## src/rtl/les_defs.svh

```systemverilog
// Purpose: offsets, field positions, reset values for the link error block
// Assumes: 32-bit register port, word-aligned byte offsets
// Notes:   included by the design file and by the bench
`ifndef LES_DEFS_SVH
`define LES_DEFS_SVH

// register byte offsets
`define LES_CMD       8'h00
`define LES_LSTS      8'h04
`define LES_DCTL      8'h08
`define LES_DSTS      8'h0C
`define LES_DCAP      8'h10
`define LES_USTS      8'h14
`define LES_UMSK      8'h18
`define LES_USEV      8'h1C
`define LES_CSTS      8'h20
`define LES_HDR0      8'h24
`define LES_IRQ_STS   8'h34
`define LES_IRQ_CLR   8'h38
`define LES_IRQ_EN    8'h3C

// field positions
`define LES_CMD_SERR   8
`define LES_LSTS_SSE   14
`define LES_DCTL_COR   0
`define LES_DCTL_NF    1
`define LES_DCTL_FAT   2
`define LES_DCTL_UR    3
`define LES_DCAP_RBER  15
`define LES_U_FCP      13
`define LES_U_OVF      17
`define LES_U_MAL      18
`define LES_U_UR       20
`define LES_U_PFX      25
`define LES_C_ADV      13

// reset values and strap
`define LES_USEV_RST   32'h0006_2000
`define LES_UMSK_RST   32'h0000_0000
`define LES_RBER_IMPL  1'b1

`endif

```

## src/rtl/les_pkg.sv

```systemverilog
// Purpose: types shared by the link error block
// Assumes: single clock domain
// Notes:   constants live in les_defs.svh
package les_pkg;

    // error events reported by the packet checkers, one-cycle pulses
    typedef struct packed {
        logic rx_ovf;
        logic fc_err;
        logic malformed;
        logic pfx_blk;
        logic pfx_adv;
        logic ur;
        logic ur_posted;
    } les_err_t;

    typedef enum logic [1:0] {
        LES_MSG_COR = 2'b00,
        LES_MSG_NF  = 2'b01,
        LES_MSG_FAT = 2'b11
    } les_kind_t;

    // error message request toward the upstream link
    typedef struct packed {
        logic      valid;
        les_kind_t kind;
    } les_msg_t;

endpackage

```

## src/rtl/les_top.sv

```systemverilog
// Purpose: classify link errors, log headers, set native and legacy status
// Assumes: error pulses and header come from logic on i_core_clk
// Notes:   one message per cycle, the most severe one wins
//
// Added by the designer: the plain strobed port and the address map.
`timescale 1ns/1ps
`include "les_defs.svh"

module les_top (
    input  wire logic             i_core_clk, // core clock, 40 MHz
    input  wire logic             i_rstn,     // async reset, active low
    input  wire les_pkg::les_err_t i_err,     // error event pulses
    input  wire logic [127:0]     i_hdr,      // prefix/header of the offending packet
    input  wire logic [7:0]       i_addr,     // register byte address
    input  wire logic [31:0]      i_wdata,    // register write data
    input  wire logic             i_wr,       // write strobe
    input  wire logic             i_rd,       // read strobe
    output logic [31:0]           o_rdata,    // read data, cycle after strobe
    output les_pkg::les_msg_t     o_msg,      // error message request
    output logic                  o_irq       // level interrupt
);
    import les_pkg::*;

    // ********************************************
    // registers
    // ********************************************
    logic [31:0]  cmd_r, lsts_r, dctl_r, dsts_r, usts_r, umsk_r, usev_r, csts_r;
    logic [127:0] hdr_r;
    logic         hdr_vld_r;
    logic [3:0]   irq_sts_r, irq_en_r;
    logic [31:0]  rdata_r;
    les_msg_t     msg_r;
    logic         irq_r;
    logic [31:0]  lsts_nxt, dsts_nxt, usts_nxt, csts_nxt, rdata_nxt;
    logic [3:0]   irq_sts_nxt;
    les_msg_t     msg_nxt;

    // ********************************************
    // address decode
    // ********************************************
    wire w_cmd  = i_wr && (i_addr == `LES_CMD);
    wire w_lsts = i_wr && (i_addr == `LES_LSTS);
    wire w_dctl = i_wr && (i_addr == `LES_DCTL);
    wire w_dsts = i_wr && (i_addr == `LES_DSTS);
    wire w_usts = i_wr && (i_addr == `LES_USTS);
    wire w_umsk = i_wr && (i_addr == `LES_UMSK);
    wire w_usev = i_wr && (i_addr == `LES_USEV);
    wire w_csts = i_wr && (i_addr == `LES_CSTS);
    wire w_iclr = i_wr && (i_addr == `LES_IRQ_CLR);
    wire w_ien  = i_wr && (i_addr == `LES_IRQ_EN);

    // ********************************************
    // error classification
    // ********************************************
    wire serr_en = cmd_r[`LES_CMD_SERR];
    wire cor_en  = dctl_r[`LES_DCTL_COR];
    wire nf_en   = dctl_r[`LES_DCTL_NF];
    wire fat_en  = dctl_r[`LES_DCTL_FAT];
    wire ur_en   = dctl_r[`LES_DCTL_UR];
    wire rber    = `LES_RBER_IMPL;

    // uncorrectable events other than unsupported request
    logic [31:0] uevt;
    always_comb begin
        uevt = 32'h0000_0000;
        uevt[`LES_U_OVF] = i_err.rx_ovf;
        uevt[`LES_U_FCP] = i_err.fc_err;
        uevt[`LES_U_MAL] = i_err.malformed;
        uevt[`LES_U_PFX] = i_err.pfx_blk;
    end
    wire [31:0] ulive  = uevt & ~umsk_r;
    wire        u_fat  = |(ulive & usev_r);
    wire        u_nf   = |(ulive & ~usev_r);
    wire        adv    = i_err.pfx_adv;

    // unsupported request path
    wire ur_msk  = umsk_r[`LES_U_UR];
    wire ur_sev  = usev_r[`LES_U_UR];
    wire ur_live = i_err.ur && !ur_msk;
    // legacy functions: reporting enable is mandatory
    wire ur_old  = ur_live && ur_en;
    // role-based: system-error enable also opens, unless masked
    wire ur_rb   = ur_live && (ur_en || serr_en);
    // role-based non-posted non-fatal is advisory: correctable only
    wire ur_advc = rber && ur_live && !i_err.ur_posted && !ur_sev;
    wire ur_gate = rber ? (ur_rb && !ur_advc) : ur_old;
    wire ur_fat  = ur_gate && ur_sev;
    wire ur_nf   = ur_gate && !ur_sev;
    wire ur_cor  = ur_advc && ur_en;

    // message selection per severity enable
    wire send_fat = (u_fat || ur_fat) && (fat_en || serr_en);
    wire send_nf  = (u_nf || ur_nf) && (nf_en || serr_en) && !send_fat;
    wire send_cor = (adv || ur_cor) && cor_en && !send_fat && !send_nf;

    always_comb begin
        msg_nxt.valid = send_fat || send_nf || send_cor;
        if (send_fat) begin
            msg_nxt.kind = LES_MSG_FAT;
        end else if (send_nf) begin
            msg_nxt.kind = LES_MSG_NF;
        end else begin
            msg_nxt.kind = LES_MSG_COR;
        end
    end

    // ********************************************
    // status update, set wins over clear
    // ********************************************
    wire [31:0] uset = uevt | ({31'h0, i_err.ur} << `LES_U_UR);
    wire [31:0] cset = {31'h0, adv || ur_advc} << `LES_C_ADV;
    wire any_fat = |(uevt & usev_r) || (i_err.ur && ur_sev);
    wire any_nf  = |(uevt & ~usev_r) || (i_err.ur && !ur_sev && !ur_advc);
    wire any_cor = adv || ur_advc;
    wire [31:0] dset = {28'h0, i_err.ur, any_fat, any_nf, any_cor};
    // legacy system error bit gated by the command bit only
    wire [31:0] lset = {31'h0, (send_fat || send_nf) && serr_en} << `LES_LSTS_SSE;

    // each status register cleared only by its own write
    assign usts_nxt = (usts_r & ~(w_usts ? i_wdata : 32'h0000_0000)) | uset;
    assign csts_nxt = (csts_r & ~(w_csts ? i_wdata : 32'h0000_0000)) | cset;
    assign dsts_nxt = (dsts_r & ~(w_dsts ? i_wdata : 32'h0000_0000)) | dset;
    assign lsts_nxt = (lsts_r & ~(w_lsts ? i_wdata : 32'h0000_0000)) | lset;

    // header log captures the first logged error until status is cleared
    wire hdr_take = (i_err.malformed || i_err.pfx_blk || adv) && !hdr_vld_r;
    wire hdr_free = w_usts && ((i_wdata & usts_r) != 32'h0000_0000);

    // ********************************************
    // interrupts: message kinds and header capture
    // ********************************************
    wire [3:0] irq_set = {hdr_take, send_fat, send_nf, send_cor};
    assign irq_sts_nxt = (irq_sts_r & ~(w_iclr ? i_wdata[3:0] : 4'h0)) | irq_set;

    // ********************************************
    // read mux
    // ********************************************
    always_comb begin
        rdata_nxt = 32'h0000_0000;
        if (!i_rd) begin
            rdata_nxt = 32'h0000_0000;
        end else if (i_addr == `LES_CMD) begin
            rdata_nxt = cmd_r;
        end else if (i_addr == `LES_LSTS) begin
            rdata_nxt = lsts_r;
        end else if (i_addr == `LES_DCTL) begin
            rdata_nxt = dctl_r;
        end else if (i_addr == `LES_DSTS) begin
            rdata_nxt = dsts_r;
        end else if (i_addr == `LES_DCAP) begin
            rdata_nxt = {31'h0, rber} << `LES_DCAP_RBER;
        end else if (i_addr == `LES_USTS) begin
            rdata_nxt = usts_r;
        end else if (i_addr == `LES_UMSK) begin
            rdata_nxt = umsk_r;
        end else if (i_addr == `LES_USEV) begin
            rdata_nxt = usev_r;
        end else if (i_addr == `LES_CSTS) begin
            rdata_nxt = csts_r;
        end else if (i_addr == `LES_HDR0) begin
            rdata_nxt = hdr_r[31:0];
        end else if (i_addr == `LES_HDR0 + 8'h04) begin
            rdata_nxt = hdr_r[63:32];
        end else if (i_addr == `LES_HDR0 + 8'h08) begin
            rdata_nxt = hdr_r[95:64];
        end else if (i_addr == `LES_HDR0 + 8'h0C) begin
            rdata_nxt = hdr_r[127:96];
        end else if (i_addr == `LES_IRQ_STS) begin
            rdata_nxt = {28'h0, irq_sts_r};
        end else if (i_addr == `LES_IRQ_EN) begin
            rdata_nxt = {28'h0, irq_en_r};
        end
    end

    // ********************************************
    // control registers
    // ********************************************
    // command: only the system-error enable is kept
    always_ff @(posedge i_core_clk or negedge i_rstn) begin
        if (!i_rstn) begin
            cmd_r <= 32'h0000_0000;
        end else if (w_cmd) begin
            cmd_r <= i_wdata & (32'h0000_0001 << `LES_CMD_SERR);
        end
    end

    // device control: the four reporting enables
    always_ff @(posedge i_core_clk or negedge i_rstn) begin
        if (!i_rstn) begin
            dctl_r <= 32'h0000_0000;
        end else if (w_dctl) begin
            dctl_r <= {28'h000_0000, i_wdata[3:0]};
        end
    end

    // uncorrectable mask, read back as written
    always_ff @(posedge i_core_clk or negedge i_rstn) begin
        if (!i_rstn) begin
            umsk_r <= `LES_UMSK_RST;
        end else if (w_umsk) begin
            umsk_r <= i_wdata;
        end
    end

    // uncorrectable severity, a set bit means fatal
    always_ff @(posedge i_core_clk or negedge i_rstn) begin
        if (!i_rstn) begin
            usev_r <= `LES_USEV_RST;
        end else if (w_usev) begin
            usev_r <= i_wdata;
        end
    end

    // interrupt enables
    always_ff @(posedge i_core_clk or negedge i_rstn) begin
        if (!i_rstn) begin
            irq_en_r <= 4'h0;
        end else if (w_ien) begin
            irq_en_r <= i_wdata[3:0];
        end
    end

    // ********************************************
    // status and log registers
    // ********************************************
    // legacy status
    always_ff @(posedge i_core_clk or negedge i_rstn) begin
        if (!i_rstn) begin
            lsts_r <= 32'h0000_0000;
        end else begin
            lsts_r <= lsts_nxt;
        end
    end

    // device status
    always_ff @(posedge i_core_clk or negedge i_rstn) begin
        if (!i_rstn) begin
            dsts_r <= 32'h0000_0000;
        end else begin
            dsts_r <= dsts_nxt;
        end
    end

    // uncorrectable status
    always_ff @(posedge i_core_clk or negedge i_rstn) begin
        if (!i_rstn) begin
            usts_r <= 32'h0000_0000;
        end else begin
            usts_r <= usts_nxt;
        end
    end

    // correctable status
    always_ff @(posedge i_core_clk or negedge i_rstn) begin
        if (!i_rstn) begin
            csts_r <= 32'h0000_0000;
        end else begin
            csts_r <= csts_nxt;
        end
    end

    // header log holds the first capture until it is freed
    always_ff @(posedge i_core_clk or negedge i_rstn) begin
        if (!i_rstn) begin
            hdr_r     <= 128'h0;
            hdr_vld_r <= 1'b0;
        end else begin
            if (hdr_take) hdr_r <= i_hdr;
            hdr_vld_r <= hdr_take || (hdr_vld_r && !hdr_free);
        end
    end

    // interrupt status and the registered level
    always_ff @(posedge i_core_clk or negedge i_rstn) begin
        if (!i_rstn) begin
            irq_sts_r <= 4'h0;
            irq_r     <= 1'b0;
        end else begin
            irq_sts_r <= irq_sts_nxt;
            irq_r     <= |(irq_sts_nxt & irq_en_r);
        end
    end

    // read data, zero outside the answer cycle
    always_ff @(posedge i_core_clk or negedge i_rstn) begin
        if (!i_rstn) begin
            rdata_r <= 32'h0000_0000;
        end else begin
            rdata_r <= rdata_nxt;
        end
    end

    // message request, one cycle per message
    always_ff @(posedge i_core_clk or negedge i_rstn) begin
        if (!i_rstn) begin
            msg_r <= '0;
        end else begin
            msg_r <= msg_nxt;
        end
    end

    assign o_rdata = rdata_r;
    assign o_msg   = msg_r;
    assign o_irq   = irq_r;
endmodule

```

## config.mk

```make
export PLATFORM = sky130hd
export DESIGN_NAME = les_top
export DESIGN_NICKNAME = d
export VERILOG_FILES = /design/src/rtl/les_pkg.sv /design/src/rtl/les_top.sv
export VERILOG_INCLUDE_DIRS = /design/src /design/src/rtl
export SDC_FILE = /design/constraint.sdc
export NUM_CORES = 1
export LEC_CHECK = 0
export ABC_AREA = 0
export BUFFER_PORTS_ARGS = -buffer_cell sky130_fd_sc_hd__buf_2
export CORE_AREA = 5 5 182 184
export DETAILED_ROUTE_END_ITERATION = 7
export DIE_AREA = 0 0 187 189
export PLACE_DENSITY = 0.76
export SETUP_SLACK_MARGIN = 0.3
export SYNTH_ARGS = -nofsm -noshare
export SYNTH_HDL_FRONTEND = slang
export SYNTH_SLANG_ARGS = --single-unit
```

## constraint.sdc

```tcl
create_clock -name i_core_clk -period 3.7 [get_ports i_core_clk]
set_input_delay 0.74 -clock i_core_clk [delete_from_list [all_inputs] [get_ports i_core_clk]]
set_output_delay 0.74 -clock i_core_clk [all_outputs]
set_load 0.01 [all_outputs]
```

==> summary.txt <==
LEAKAGE: 8.84 nW
CP required: 4.15 ns
final wirelength: 51.3 mm
Compound-Gate Fraction of Synth Area: 0.176
Final Hold Viols: 0
RSZ-0062 raised after global routing: false
cell area after synthesis: 0.0170 sq mm
Vias: 12,816
Register Area: 0.00926 sq mm
endpoints failing setup: 0
row count: 65
Main synth FF type: dfrtp_1
num ports: 215
crit path kind: input port to register
via/cell ratio: 6.42
layout cells sized above 1: 0.375
port buffer count: 214
Slew Viols, Final: 0
Syn Inst Count: 1,363
Worst Tran Pin Value: 1.16 ns
Mapped Nets: 1,542
Die X: 187 um
Synth Area in Simple Gates: 0.0747
H-tree depth: 2
Startpoint Class: input port
hold_ws: 0.276 ns
synthesized area per cell: 12.5 sq um
Pre-antenna DRT Iters: 5
Final GP Congestion: 0.955
routed len/inst: 25.7 um
setup TNS: 0 ns
Sink Count: 370
Nets: 1,741
Chip Height: 189 um
warnings from Yosys: 0
FFs w/ async S/R, synth: 1.00
Clock Latency Late Sink: 0.54 ns
Max Fclk: 404 MHz
non-filler cells, final: 1,996
Inst Count DP: 1,922
min Tclk post-route: 2.48 ns
flops & latches, synth: 370
CTS resizes: 0
Initial Utilization: 0.545
outcome: complete, no violations
Core Area: 0.0312 sq mm
Global Route Usage Sum: 0.286
CTS Buf Count: 40
Syn-to-layout area delta: 16.9%
number of global-route vias before repair: 13,159
Data arrival, critical path: 2.93 ns
Tcrit/Tclk final: 0.670
clk_skew: 0.0153 ns
Post-synth EDFFs: 0
register area share after synthesis: 0.544
die area: 0.0353 sq mm
1st-iter DRT viols: 1,153
Adder-Cell Fraction of Synth Area: 0
Reg clk slew, reported paths: 0.06 ns
Filler cells: 2,488
max_cap viols: 0
Synth Area in XOR/XNOR: 0
GRT overflow: 0
clk root buf: clkbuf_16
footprint of the multi-input gates: 0.00724 sq mm
Worst Hold Class: input port to async pin
number of hold buffers added after CTS: 0
Max rail drop VDD: 0.000424 V
largest family of logic cells by synthesized area: compound AO/OA/AOI/OAI gates
largest area contributor in the netlist: dfrtp_1
Post-CTS Setup Inserts: 0
Power Density: 558 mW/mm^2
worst-path fanout max: 27
global-route wire length before repair: 79.4 mm
count of cell types in the netlist: 69
clk buf depth: 3
synth top area cells: dfrtp_1 (54%), mux2_2 (15%), a21boi_0 (5.2%), a21oi_1 (2.1%), a211oi_1 (1.9%)
top cell type's share of synthesized area: 0.540
antenna violations before repair: 1
drt drc: 0
CTS tree: built
Post-DRT Antenna Nets: 0
crit path capture type: register
Slew HR: 0.224
post-synthesis mux area share: 0.173
detailed placement HPWL: 35.7 mm
pin count of the biggest net entering global routing: 108
-- worst paths after layout --
path / start / to / slack [ns] / depth (start not counted)
hold / removal: i_rstn / hdr_r[93] / 0.28 / 1
max in group asynchronous: i_rstn / lsts_r[21] / 2.38 / 2
setup reg to reg: hdr_vld_r / hdr_r[62] / 1.39 / 3
min in group i_core_clk: i_hdr[49] / hdr_r[49] / 0.43 / 2
setup / recovery: i_addr[4] / o_rdata[24] / 1.22 / 6
hold reg to reg: dsts_r[3] / dsts_r[3] / 0.48 / 1
-- registers in the layout, indices dropped and copies added, names as in the netlist, 3 cells and up --
name       count
dsts_r        32
usts_r        32
o_msg          3
csts_r        32
lsts_r        32
usev_r        32
umsk_r        32
hdr_r        128
dctl_r         4
irq_en_r       4
o_rdata       32
irq_sts_r      4
-- per-layer routing --
layer,wire [um],share of wire,GRT usage
met5,7,0.00014,0
met2,22900,0.45,0.435
met4,1410,0.027,0.0816
met3,5290,0.10,0.0902
met1,21600,0.42,0.401
-- through the flow --
step,worst slack (ns),instance area (sq um),utilization,total power (W)
floorplan,1.19,17000,-,0.00639
global placement,0.760,18600,0.595,0.00707
detailed placement,0.728,18600,0.595,0.00717
CTS,1.26,19900,0.637,0.0111
global route,1.06,19900,0.637,0.0116
finish,1.22,19900,0.637,0.0111
-- synth_stat cells, types with 4 or more instances --
master and number:
a221o_1 4, nor3b_1 6, nand2b_1 7, o211ai_1 7, o22ai_1 7, mux2_2 224
mux2i_1 31, nor2b_1 24, buf_2 18, nor3_1 12, o221ai_1 8, clkbuf_1 69
inv_1 11, nand4_1 6, a211oi_1 44, buf_1 11, buf_6 8, nand2_1 39
and3_1 10, nor4_1 6, o21ai_0 17, a21o_1 13, a21oi_1 73, o2bb2ai_1 27
mux4_2 5, dfrtp_1 367, nand3_1 14, nor2_1 15, or4_1 20, a22oi_1 36
nor3_2 19, a21boi_0 117, a221oi_1 25, a22o_1 8
-- worst max-delay path, stage by stage --
cell      delay, ns
buf_2          0.24
or4b_4         0.67
nor2_8         0.42
a221oi_1       0.14
or4_1          0.52
a21oi_1        0.17
-- power breakdown --
part           switching (W)  internal, W  total [W]
combinational       0.000837     0.000976    0.00181
clock                0.00164      0.00234    0.00398
sequential          0.000488      0.00483    0.00531
-- area by class of cell --
type	count	share of cell area
Multi-Input combinational cell	873	0.364
Sequential cell	370	0.466
Clock inverter	10	0.00478
Antenna cell	2	0.000252
Inverter	12	0.00227
Tap cell	402	0.0253
Timing Repair Buffer	265	0.0765
Clock buffer	62	0.0611
-- layout by cell type (no fill, tap or decap), types with 20 or more instances in the layout --
cell type,count
or4_1,20
nor2b_1,23
a211oi_1,44
o2bb2ai_1,27
buf_4,47
dfrtp_1,367
a22oi_1,36
a221oi_1,25
mux2_2,224
a21oi_1,73
a21boi_0,117
mux2i_1,31
clkbuf_16,41
buf_2,212
nand2_1,39
-- kinds of logic after synthesis --
logic type,Yosys count
simple gates,200
buf+inv,120
compound gates,413
mux,260
flops,370
No activity file was read; power rests on OpenSTA's default activity.
